### src/rtl/gtc_defines.svh
// constants for the gated 16-bit timer counter
`ifndef GTC_DEFINES_SVH
`define GTC_DEFINES_SVH
`define GTC_ADDR_W        3
`define GTC_OFF_CNT_LO    3'h0
`define GTC_OFF_CNT_HI    3'h1
`define GTC_OFF_CTRL      3'h2
`define GTC_OFF_GATE      3'h3
`define GTC_OFF_FLAGS     3'h4
`define GTC_OFF_SRC       3'h5
`define GTC_CTRL_RUN      0
`define GTC_CTRL_WIDE     1
`define GTC_CTRL_NOSYNC   2
`define GTC_CTRL_PS_LO    4
`define GTC_CTRL_OSC_EN   6
`define GTC_GATE_LEVEL    2
`define GTC_GATE_ARM      3
`define GTC_GATE_SPM      4
`define GTC_GATE_TOGGLE   5
`define GTC_GATE_POL      6
`define GTC_GATE_EN       7
`define GTC_FLAG_OVF      0
`define GTC_FLAG_GATE     1
`define GTC_FLAG_OVF_IE   2
`define GTC_FLAG_GATE_IE  3
`define GTC_SRC_GSS_LO    4
`define GTC_CNT_RESET     16'h0000
`define GTC_CNT_MAX       16'hFFFF
`define GTC_OSC_FREQ_HZ   32768
`endif

### src/rtl/gtc_pkg.sv
// types for the gated 16-bit timer counter
package gtc_pkg;
  typedef enum logic [1:0] {
    GTC_CLK_SYS,
    GTC_CLK_SYS_DIV4,
    GTC_CLK_EXT,
    GTC_CLK_OSC
  } gtc_clk_src_e;
  typedef enum logic [1:0] {
    GTC_GATE_PIN,
    GTC_GATE_CMP_SYNC,
    GTC_GATE_CMP_ASYNC,
    GTC_GATE_PERIPH
  } gtc_gate_src_e;
endpackage : gtc_pkg

### src/rtl/gtc_sync.sv
// two-flop synchroniser for a level
`timescale 1ns/1ns
`default_nettype none
module gtc_sync (
  // clock and reset
  input  wire logic clk,
  input  wire logic rst,
  // level in and out
  input  wire logic d_in,
  output var  logic q_out
);
  logic meta_reg;
  always_ff @(posedge clk) begin
    if (rst) begin
      meta_reg <= 1'b0;
      q_out    <= 1'b0;
    end else begin
      meta_reg <= d_in;
      q_out    <= meta_reg;
    end
  end
endmodule : gtc_sync
`default_nettype wire

### src/rtl/gtc_prescaler.sv
// count-clock prescaler dividing by 1, 2, 4 or 8
`timescale 1ns/1ns
`default_nettype none
module gtc_prescaler #(
  parameter int PS_W = 3
) (
  // clock and reset
  input  wire logic       clk,
  input  wire logic       rst,
  // control
  input  wire logic [1:0] prescale_select,
  input  wire logic       clear,
  input  wire logic       tick_in,
  // divided tick
  output logic            tick_out
);
  logic [PS_W-1:0] cnt_reg;
  logic [PS_W-1:0] mask;
  always_comb begin
    case (prescale_select)
      2'h0:    mask = 3'h0;
      2'h1:    mask = 3'h1;
      2'h2:    mask = 3'h3;
      default: mask = 3'h7;
    endcase
  end
  assign tick_out = tick_in && ((cnt_reg & mask) == mask);
  always_ff @(posedge clk) begin
    if (rst || clear) begin
      cnt_reg <= '0;
    end else if (tick_in) begin
      cnt_reg <= cnt_reg + 3'h1;
    end
  end
endmodule : gtc_prescaler
`default_nettype wire

### src/rtl/gtc_timer.sv
// gated 16-bit timer counter with byte-wide register port
// Overview of operation
// - prescale count clock by 1, 2, 4, 8
// - prescaler hidden, cleared on low count write
// - low-frequency oscillator clock selectable, runs while enable bit set
// - bypass bit counts external clock unsynchronised
// - sync mode switch may skip/add one
// - each byte read returns valid value
// - wide mode routes high byte via buffer
// - low read snapshots high into buffer
// - low write loads buffer and low together
// - high write keeps prescaler, low clears
// - gated count only while gate matches polarity
// - gate source select then polarity applied
// - toggle flip-flop, cleared when mode off
// - single pulse arm, count, clear at trailing
// - leaving single pulse clears arm bit
// - toggle plus single pulse measures cycle
// - gate level status always readable
// - gate flag on level fall, interrupt enable
// - rollover FFFF to 0000 sets overflow
// - run bit and gate enable select counting
// - counter mode needs falling edge first
// - bypass ignored for system clock sources
//
// Decided for this implementation: the plain strobed port and the address map.
`timescale 1ns/1ns
`default_nettype none
`include "gtc_defines.svh"
module gtc_timer #(
  parameter int CNT_W = 16
) (
  // clock and reset
  input  wire logic                   clk,
  input  wire logic                   rst,
  // register port
  input  wire logic [`GTC_ADDR_W-1:0] addr,
  input  wire logic [7:0]             wdata,
  input  wire logic                   wr_stb,
  input  wire logic                   rd_stb,
  output logic      [7:0]             rdata,
  // count clock sources
  input  wire logic                   external_count_input,
  input  wire logic                   crystal_in_pin,
  output logic                        crystal_amp_out_pin,
  // gate sources
  input  wire logic                   gate_input,
  input  wire logic                   cmp_gate_in,
  input  wire logic                   periph_gate_in,
  // interrupts and sleep wake
  output logic                        overflow_irq,
  output logic                        gate_event_irq,
  output logic                        wake_out
);
  // control registers
  logic       run_reg;
  logic       wide_access_enable_reg;
  logic       nosync_reg;
  logic [1:0] prescale_select_reg;
  logic       low_freq_osc_enable_reg;
  logic       gating_enable_reg;
  logic       gate_polarity_reg;
  logic       gate_toggle_mode_reg;
  logic       gate_single_pulse_mode_reg;
  logic       single_pulse_arm_reg;
  logic       overflow_flag_reg;
  logic       gate_event_flag_reg;
  logic       overflow_irq_enable_reg;
  logic       gate_event_irq_enable_reg;
  gtc_pkg::gtc_clk_src_e  clk_src_reg;
  gtc_pkg::gtc_gate_src_e gate_src_reg;
  // counter datapath
  logic [CNT_W-1:0] count_reg;
  logic [7:0]       hi_buf_reg;
  logic [7:0]       rdata_reg;
  // count clock edge detection
  logic src_level;
  logic src_prev_reg;
  logic fall_seen_reg;
  logic [1:0] div4_reg;
  logic raw_tick;
  logic ps_tick;
  // gate path
  logic gate_sel;
  logic gate_pol;
  logic gate_pol_prev_reg;
  logic toggle_ff_reg;
  logic gate_toggled;
  logic spm_active_reg;
  logic gate_level_status;
  logic gate_level_prev_reg;
  logic gate_allows;
  logic count_en;
  logic cnt_wr_lo;
  logic cnt_wr_hi;
  logic cnt_wr_any;
  logic rd_lo;
  logic status_prev_reg;
  // crystal amplifier: inverted input while enabled
  // oscillator enable
  assign crystal_amp_out_pin = low_freq_osc_enable_reg & ~crystal_in_pin;

  logic [2:0] sync_in;
  logic [2:0] sync_out;
  assign sync_in = {cmp_gate_in, crystal_in_pin, external_count_input};
  for (genvar g = 0; g < 3; g++) begin : g_sync
    gtc_sync u_gtc_sync (
      .clk   (clk),
      .rst   (rst),
      .d_in  (sync_in[g]),
      .q_out (sync_out[g])
    );
  end

  // one clock domain only, so bypass still samples pins directly;
  // this trades metastability margin for two fewer cycles of delay
  // bypass sampling
  always_comb begin
    case (clk_src_reg)
      gtc_pkg::GTC_CLK_EXT: src_level = nosync_reg ? external_count_input : sync_out[0];
      gtc_pkg::GTC_CLK_OSC: src_level = nosync_reg ? crystal_in_pin : sync_out[1];
      default:              src_level = 1'b0;
    endcase
  end
  always_ff @(posedge clk) begin
    if (rst) begin
      div4_reg <= 2'h0;
    end else begin
      div4_reg <= div4_reg + 2'h1;
    end
  end

  always_ff @(posedge clk) begin
    if (rst) begin
      src_prev_reg  <= 1'b0;
      fall_seen_reg <= 1'b0;
    end else begin
      src_prev_reg <= src_level;
      if (!run_reg || cnt_wr_any) begin
        fall_seen_reg <= 1'b0;
      end else if (src_prev_reg && !src_level) begin
        fall_seen_reg <= 1'b1;
      end
    end
  end

  // a sync switch may drop or add one edge
  always_comb begin
    case (clk_src_reg)
      gtc_pkg::GTC_CLK_SYS:      raw_tick = 1'b1;
      gtc_pkg::GTC_CLK_SYS_DIV4: raw_tick = (div4_reg == 2'h3);
      default:                   raw_tick = fall_seen_reg && !src_prev_reg && src_level;
    endcase
  end
  gtc_prescaler #(
    .PS_W (3)
  ) u_prescaler (
    .clk             (clk),
    .rst             (rst),
    .prescale_select (prescale_select_reg),
    .clear           (cnt_wr_lo),
    .tick_in         (raw_tick && count_en),
    .tick_out        (ps_tick)
  );

  always_comb begin
    case (gate_src_reg)
      gtc_pkg::GTC_GATE_PIN:       gate_sel = gate_input;
      gtc_pkg::GTC_GATE_CMP_SYNC:  gate_sel = sync_out[2];
      gtc_pkg::GTC_GATE_CMP_ASYNC: gate_sel = cmp_gate_in;
      default:                     gate_sel = periph_gate_in;
    endcase
  end
  assign gate_pol = gate_polarity_reg ? gate_sel : ~gate_sel;

  always_ff @(posedge clk) begin
    if (rst) begin
      gate_pol_prev_reg <= 1'b0;
      toggle_ff_reg     <= 1'b0;
    end else begin
      gate_pol_prev_reg <= gate_pol;
      if (!gate_toggle_mode_reg) begin
        toggle_ff_reg <= 1'b0;
      end else if (gate_pol && !gate_pol_prev_reg) begin
        toggle_ff_reg <= ~toggle_ff_reg;
      end
    end
  end
  assign gate_toggled = gate_toggle_mode_reg ? toggle_ff_reg : gate_pol;

  always_ff @(posedge clk) begin
    if (rst || !gate_single_pulse_mode_reg || !single_pulse_arm_reg) begin
      spm_active_reg <= 1'b0;
    end else if (gate_toggled && !gate_level_prev_reg) begin
      spm_active_reg <= 1'b1;
    end
  end

  assign gate_level_status = gate_single_pulse_mode_reg ? (spm_active_reg && gate_toggled) : gate_toggled;

  always_ff @(posedge clk) begin
    if (rst) begin
      gate_level_prev_reg <= 1'b0;
      status_prev_reg     <= 1'b0;
    end else begin
      gate_level_prev_reg <= gate_toggled;
      status_prev_reg     <= gate_level_status;
    end
  end

  assign gate_allows = gating_enable_reg ? gate_level_status : 1'b1;
  assign count_en = run_reg && gate_allows;

  assign cnt_wr_lo  = wr_stb && (addr == `GTC_OFF_CNT_LO);
  assign cnt_wr_hi  = wr_stb && (addr == `GTC_OFF_CNT_HI);
  assign cnt_wr_any = cnt_wr_lo || (cnt_wr_hi && !wide_access_enable_reg);
  assign rd_lo      = rd_stb && (addr == `GTC_OFF_CNT_LO);
  // a write in an increment cycle wins
  always_ff @(posedge clk) begin
    if (rst) begin
      count_reg <= `GTC_CNT_RESET;
    end else if (cnt_wr_lo) begin
      if (wide_access_enable_reg) begin
        count_reg <= {hi_buf_reg, wdata};
      end else begin
        count_reg <= {count_reg[15:8], wdata};
      end
    end else if (cnt_wr_hi && !wide_access_enable_reg) begin
      count_reg <= {wdata, count_reg[7:0]};
    end else if (ps_tick) begin
      count_reg <= count_reg + 16'h0001;
    end
  end

  always_ff @(posedge clk) begin
    if (rst) begin
      hi_buf_reg <= 8'h00;
    end else if (wide_access_enable_reg && cnt_wr_hi) begin
      hi_buf_reg <= wdata;
    end else if (wide_access_enable_reg && rd_lo) begin
      hi_buf_reg <= count_reg[15:8];
    end
  end

  // control register writes
  // arm cleared with single pulse mode
  always_ff @(posedge clk) begin
    if (rst) begin
      run_reg                    <= 1'b0;
      wide_access_enable_reg     <= 1'b0;
      nosync_reg                 <= 1'b0;
      prescale_select_reg        <= 2'h0;
      low_freq_osc_enable_reg    <= 1'b0;
      gating_enable_reg          <= 1'b0;
      gate_polarity_reg          <= 1'b0;
      gate_toggle_mode_reg       <= 1'b0;
      gate_single_pulse_mode_reg <= 1'b0;
      single_pulse_arm_reg       <= 1'b0;
      overflow_irq_enable_reg    <= 1'b0;
      gate_event_irq_enable_reg  <= 1'b0;
      clk_src_reg                <= gtc_pkg::GTC_CLK_SYS_DIV4;
      gate_src_reg               <= gtc_pkg::GTC_GATE_PIN;
    end else begin
      if (wr_stb && addr == `GTC_OFF_CTRL) begin
        run_reg                 <= wdata[`GTC_CTRL_RUN];
        wide_access_enable_reg  <= wdata[`GTC_CTRL_WIDE];
        nosync_reg              <= wdata[`GTC_CTRL_NOSYNC];
        prescale_select_reg     <= wdata[`GTC_CTRL_PS_LO +: 2];
        low_freq_osc_enable_reg <= wdata[`GTC_CTRL_OSC_EN];
      end
      if (wr_stb && addr == `GTC_OFF_GATE) begin
        gating_enable_reg          <= wdata[`GTC_GATE_EN];
        gate_polarity_reg          <= wdata[`GTC_GATE_POL];
        gate_toggle_mode_reg       <= wdata[`GTC_GATE_TOGGLE];
        gate_single_pulse_mode_reg <= wdata[`GTC_GATE_SPM];
        single_pulse_arm_reg       <= wdata[`GTC_GATE_ARM] && wdata[`GTC_GATE_SPM];
      end else if (!gate_single_pulse_mode_reg) begin
        single_pulse_arm_reg <= 1'b0;
      end else if (spm_active_reg && !gate_toggled) begin
        single_pulse_arm_reg <= 1'b0;
      end
      if (wr_stb && addr == `GTC_OFF_FLAGS) begin
        overflow_irq_enable_reg   <= wdata[`GTC_FLAG_OVF_IE];
        gate_event_irq_enable_reg <= wdata[`GTC_FLAG_GATE_IE];
      end
      if (wr_stb && addr == `GTC_OFF_SRC) begin
        clk_src_reg  <= gtc_pkg::gtc_clk_src_e'(wdata[1:0]);
        gate_src_reg <= gtc_pkg::gtc_gate_src_e'(wdata[`GTC_SRC_GSS_LO +: 2]);
      end
    end
  end

  // flags: hardware set wins over software clear
  // gate event on level fall
  always_ff @(posedge clk) begin
    if (rst) begin
      overflow_flag_reg   <= 1'b0;
      gate_event_flag_reg <= 1'b0;
    end else begin
      if (ps_tick && count_reg == `GTC_CNT_MAX && !cnt_wr_any) begin
        overflow_flag_reg <= 1'b1;
      end else if (wr_stb && addr == `GTC_OFF_FLAGS) begin
        overflow_flag_reg <= wdata[`GTC_FLAG_OVF];
      end
      if (status_prev_reg && !gate_level_status) begin
        gate_event_flag_reg <= 1'b1;
      end else if (wr_stb && addr == `GTC_OFF_FLAGS) begin
        gate_event_flag_reg <= wdata[`GTC_FLAG_GATE];
      end
    end
  end

  assign overflow_irq   = overflow_flag_reg && overflow_irq_enable_reg;
  assign gate_event_irq = gate_event_flag_reg && gate_event_irq_enable_reg;
  // overflow can wake when unsynchronised external counting
  assign wake_out = overflow_irq && nosync_reg &&
                    (clk_src_reg == gtc_pkg::GTC_CLK_EXT || clk_src_reg == gtc_pkg::GTC_CLK_OSC);

  // reads come from one registered sample
  always_ff @(posedge clk) begin
    if (rst) begin
      rdata_reg <= 8'h00;
    end else if (rd_stb) begin
      if (addr == `GTC_OFF_CNT_LO) begin
        rdata_reg <= count_reg[7:0];
      end else if (addr == `GTC_OFF_CNT_HI) begin
        rdata_reg <= wide_access_enable_reg ? hi_buf_reg : count_reg[15:8];
      end else if (addr == `GTC_OFF_CTRL) begin
        rdata_reg <= {1'b0, low_freq_osc_enable_reg, prescale_select_reg, 1'b0,
                      nosync_reg, wide_access_enable_reg, run_reg};
      end else if (addr == `GTC_OFF_GATE) begin
        rdata_reg <= {gating_enable_reg, gate_polarity_reg, gate_toggle_mode_reg,
                      gate_single_pulse_mode_reg, single_pulse_arm_reg, gate_level_status, 2'h0};
      end else if (addr == `GTC_OFF_FLAGS) begin
        rdata_reg <= {4'h0, gate_event_irq_enable_reg, overflow_irq_enable_reg,
                      gate_event_flag_reg, overflow_flag_reg};
      end else if (addr == `GTC_OFF_SRC) begin
        rdata_reg <= {2'h0, gate_src_reg, 2'h0, clk_src_reg};
      end else begin
        rdata_reg <= 8'h00;
      end
    end else begin
      rdata_reg <= 8'h00;
    end
  end
  assign rdata = rdata_reg;
endmodule : gtc_timer
`default_nettype wire

### config.mk
export PLATFORM = sky130hd
export DESIGN_NAME = gtc_timer
export DESIGN_NICKNAME = d
export VERILOG_FILES = /design/src/rtl/gtc_pkg.sv /design/src/rtl/gtc_sync.sv /design/src/rtl/gtc_prescaler.sv /design/src/rtl/gtc_timer.sv
export VERILOG_INCLUDE_DIRS = /design/src /design/src/rtl
export SDC_FILE = /design/constraint.sdc
export NUM_CORES = 1
export LEC_CHECK = 0
export ABC_AREA = 1
export BUFFER_PORTS_ARGS = -buffer_cell sky130_fd_sc_hd__clkbuf_2
export CORE_MARGIN = 5
export CORE_UTILIZATION = 66
export CTS_BUF_LIST = sky130_fd_sc_hd__clkbuf_4 sky130_fd_sc_hd__clkbuf_8
export DETAILED_ROUTE_END_ITERATION = 10
export PLACE_DENSITY = 0.87
export SLEW_MARGIN = 5
export SYNTH_ARGS = -nofsm -noshare
export SYNTH_HDL_FRONTEND = slang
export SYNTH_HIERARCHICAL = 1
export SYNTH_SLANG_ARGS = --single-unit
### constraint.sdc
create_clock -name clk -period 5.6 [get_ports clk]
set_input_delay 0.84 -clock clk [delete_from_list [all_inputs] [get_ports clk]]
set_output_delay 0.84 -clock clk [all_outputs]
set_load 0.02 [all_outputs]
After elaboration in Yosys (flattened, before gate mapping)

Index checks and enable logic that the tools add are counted.

$add $sub $neg: 3
Eq/ne operators: 18
Mux-type cells: 30
Bitwise operators: 7
Reduce and logical (&&, ||, !) cells: 59

Operators by type and width:

| cell                  | number |
|---|---|
| $mux 16               | 4 |
| $mux 8                | 7 |
| $logic_and 1x1->1     | 28 |
| $add 16x1->16 const B | 1 |
| $eq 16x16->1 const B  | 1 |
| $mux 1                | 13 |
| $mux 6                | 2 |
| $logic_not 1->1       | 11 |
| $eq 2x2->1 const B    | 5 |
| $pmux 3 s3            | 1 |
| $reduce_bool 2->1     | 4 |
| $eq 2x1->1 const B    | 3 |
| $eq 3x2->1 const B    | 2 |
| $eq 3x3->1 const B    | 2 |
| $logic_not 2->1       | 3 |
| $logic_or 1x1->1      | 6 |
| $reduce_or 2->1       | 3 |
| $not 1->1             | 5 |
| $ne 2x2->1 const B    | 2 |
| $pmux 1 s2            | 2 |
| $reduce_and 2->1      | 2 |
| $add 3x1->3 const B   | 1 |
| $and 3x3->3           | 1 |
| $eq 3x1->1 const B    | 1 |
| 7 further kinds       | 7 |

Register bits after elaboration: 69
Output and inout bits: 12
Word-level logic and storage cells: 152

Depth between registers and ports, before layout

Depth in word-level cells: 14
Mapped depth: 19
Mapped depth without buffers: 19

Cells and area by module

Netlist, hierarchy kept.

Modules (own cells, without submodules):

| module        | instances | cells each | area each (µm²) | seq. area each (µm²) |
|---|---|---|---|---|
| gtc_timer     | 1         | 484        | 3,255.6         | 1,201.2 |
| gtc_sync      | 3         | 6          | 55.1            | 40.0 |
| gtc_prescaler | 1         | 24         | 158.9           | 60.1 |

Least setup slack after synthesis

No wires, ideal clock.

Kind: input-to-reg
Start: in cmp_gate_in
End: reg count_reg[2]
Setup time: 0.115 ns
Arrival time: 2.653 ns
Required time: 5.485 ns
Path slack: 2.831 ns
Cell stages on the path: 16
Path through: nand2_1 nand3_1 nand2_1 nand2_1 nand2_1 nand2_1 nand2_1 nand2_1 a21oi_1 nand2_1 a21oi_1 or2_2 nand2_1 buf_4 o21ai_0 inv_1

Cells in the longest elaborated chain, start to end: 12

RTL lines:

| what                          | line                | RTL |
|---|---|---|
| start, declared               | gtc_timer.sv:48     | `input wire logic cmp_gate_in,` |
| $pmux 1 s3 *                  | gtc_timer.sv:167    | `case (gate_src_reg)` |
| $not 1->1                     | gtc_timer.sv:174    | `assign gate_pol = gate_polarity_reg ? gate_sel : ~gate_sel;` |
| $mux 1 *                      | gtc_timer.sv:174    |  |
| $mux 1 *                      | gtc_timer.sv:189    | `assign gate_toggled = gate_toggle_mode_reg ? toggle_ff_reg : gate_pol;` |
| $logic_and 1x1->1             | gtc_timer.sv:199    | `assign gate_level_status = gate_single_pulse_mode_reg ? (spm_active_reg && gate_toggled) : gate_toggled;` |
| $mux 1 *                      | gtc_timer.sv:199    |  |
| $mux 1 *                      | gtc_timer.sv:211    | `assign gate_allows = gating_enable_reg ? gate_level_status : 1'b1;` |
| $logic_and 1x1->1 *           | gtc_timer.sv:212    | `assign count_en = run_reg && gate_allows;` |
| $logic_and 1x1->1 *           | gtc_timer.sv:162    | `.tick_in (raw_tick && count_en),` |
| $logic_and 1x1->1 *           | gtc_prescaler.sv:27 | `assign tick_out = tick_in && ((cnt_reg & mask) == mask);` |
| via ps_tick                   | gtc_timer.sv:82     | `logic ps_tick;` |
| $reduce_bool 2->1 (no line) * | -                   |  |
| $reduce_and 2->1 (no line) *  | -                   |  |
| end signal, assigned          | gtc_timer.sv:221    | `` count_reg <= `GTC_CNT_RESET; `` |
| end signal, assigned          | gtc_timer.sv:224    | `count_reg <= {hi_buf_reg, wdata};` |
| end signal, assigned          | gtc_timer.sv:226    | `count_reg <= {count_reg[15:8], wdata};` |
| end, declared                 | gtc_timer.sv:73     | `logic [CNT_W-1:0] count_reg;` |

The timed path passes the listed nets; every way through them passes the cells marked *.
A chain may end at the register's enable or synchronous reset.

Worst setup path after layout

Start: in cmp_gate_in
End: reg count_reg[3]

The elaborated chain is that of the path after synthesis.

==> impl_metrics.ini <==
[outcome]
status = complete, no violations

[yosys]
ys_warn_count = 6
syn-cell-area_um2 = 3580
synth_cell_types = 38
synthTopCellsByArea = dfxtp_1, nand2_1, a21oi_1, o21ai_0, inv_1
synth_edf_count = 0
yosys.area.top_type = dfxtp_1
synth_flop_cell = dfxtp_1
synth_common_cells = nand2_1, dfxtp_1, inv_1
synth_top_area_share_pct = 38.6
ys_seq_area_share_pct = 38.6
synthArstFlopShare_pct = 0
syn_nets = 549
avgSynthCellArea_um2 = 6.81
synth_seq_cells = 69
yosysMostFrequentCell = nand2_1
syn_inst = 526

[timing]
fin_crit_sh_pct = 55.7
rsz0062_at_grt = no
clock_skew_ns = 0.0109
final.min_clock_period_ns = 3.12
hold_viol = 0
drv_slew = 0
tightest_slew_ns = 0.883
fmax_mhz = 320
tns_ns = 0
relSlewSlack_pct = 41.1
setup_viol = 0

[clocking]
htree_levels = 3
clk_pin_slew_ns = 0.09
cts_buffer_depth = 2
clk_latency_ns = 0.36
cts_tree = yes
cts_resized = 0
cts_root_buf = clkbuf_8
cts.sinks = 69
numCtsBuffers = 9
post_cts_buffers = 0
hold_buffers = 0

[floorplan]
ios = 32
die_w_um = 83.6
die_area_um2 = 7000
rows = 26
die_y_um = 83.6
initial_core_util_pct = 69.2
core_um2 = 5170

[critical_path]
worst_setup_path_start_kind = input pin
crit_fanout = 11
crit_type = input pin to flip-flop
cp_data_required_time_ns = 5.91
critPathCaptureType = flip-flop
arrival_ns = 3.43
startpoint = cmp_gate_in
r2r_start = gate_src_reg[1]

[routing]
drtIter0Drc = 432
wl_um = 10200
drtAntennaViolNets = 0
wl_per_cell_um = 16.2
drc = 0
drt_pass1_iterations = 5
via_count = 3745
viasPerCell = 5.95

[layout]
final_nets = 577
largest_reg_flops = 16
drive_gt1_share_pct = 11.6
area_growth_pct = 11.3
n_antenna_cell = 0
fin_cells = 629

[placement]
dpl.cell_count = 613
hpwl_um = 7280
portBuffers = 31
place.gp.congestion = 0.992

[power_and_ir_drop]
peakVddDrop_mv = 0.213
cellLeakagePower_nw = 1.74
power.density_nw_per_um2 = 278

[global_route]
grt_use_total_pct = 29.7
antenna_found_initial = 0
grt_pass1_wl_um = 16700
grt_max_degree = 34
gr-total-overflow = 0
grt_pass1_vias = 3400

[flow_run]
maxCapViolCount = 0

[worst_hold_path]
hold_path_startpoint = g_sync[0].u_gtc_sync/meta_reg
min_path_type = flip-flop to flip-flop
kinds of logic (layout without fill, tap and decap cells):
kind of cell,Yosys count,after routing,share of synthesized area [%]
flops,69,69,38.6
xor+xnor,12,12,2.94
fa+ha+maj,3,3,1.05
buf+inv,89,122,9.82
compound gates,143,143,21.6
simple gates,210,210,26.0
layout by cell type (no fill, tap or decap), types with 2 or more instances in the layout:
cell type and n:
nand2_1 106, inv_1 69, dfxtp_1 69, a21oi_1 63, o21ai_0 58, nor2_1 50, clkbuf_2 31, nand3_1 25
nor3_1 12, clkbuf_8 9, xor2_1 8, o22ai_1 7, inv_2 5, nand4_1 5, xnor2_1 4, a221oi_1 3
or2_2 3, o21ai_1 3, ha_1 3, nand3b_1 2, o211ai_1 2, a31oi_1 2, bufinv_16 2, inv_6 2
worst max-delay path, cell delays in order:
cell      delay, ns
clkbuf_2       0.09
nand2_1        0.06
nand3_1        0.09
nand2_1        0.08
nand2_1        0.06
nand2_1        0.07
nand2_1        0.08
nand2_1        0.10
nand2_1        0.11
a21oi_1        0.41
nand2_1        0.10
a21oi_1        0.43
or2_2          0.20
nand2_1        0.19
inv_1          0.21
nor2_1         0.06
nor2_1         0.07
o21ai_0        0.10
inv_1          0.06
per-stage QoR:
| stage | setup WS (ns) | utilization [%] | total power [W] | cell area (um2) | hold slack (ns) |
|---|---|---|---|---|---|
| 3_5_place_dp | 2.19 | 72.6 | 0.000638 | 3750 | 0.404 |
| 5_1_grt | 2.14 | 77.0 | 0.00114 | 3980 | 0.433 |
| 6_report | 2.48 | 77.0 | 0.00111 | 3980 | 0.414 |
| 3_3_place_gp | 2.40 | 72.6 | 0.000634 | 3750 | 0.389 |
| 2_1_floorplan | 2.83 | - | 0.000600 | 3580 | 0.388 |
| 4_1_cts | 2.55 | 77.0 | 0.00110 | 3980 | 0.417 |
report_power, final:
part           switching [W]  total (W)  internal (W)
combinational      0.0000757   0.000109     0.0000329
sequential         0.0000161   0.000523      0.000507
clock               0.000217   0.000474      0.000258
total               0.000308    0.00111      0.000798
layer usage:
layer / wire [um] / up-vias / GRT usage, %
li1: - / 1785 / -
met5: 0 / - / 0
met2: 4320 / 250 / 44.2
met4: 286 / 0 / 9.36
met3: 1200 / 35 / 6.91
met1: 4390 / 1675 / 42.5
cell type report:
type                       count  area [um2]
clock buffer                   9         124
clock inverter                 7         105
fill                         392        1190
timing repair buffer          31         155
tap                           70        87.6
sequential                    69        1380
multi-input combinational    368        1850
inverter                      75         284
final timing paths:
kind | to | slack, ns | depth (start not counted)
setup / recovery | count_reg[3] | 2.48 | 19
hold / removal | g_sync[0].u_gtc_sync/q_out | 0.41 | 2
setup reg to reg | count_reg[3] | 2.58 | 19
hold reg to reg | g_sync[0].u_gtc_sync/q_out | 0.41 | 2
(Power assumes the default switching activity.)
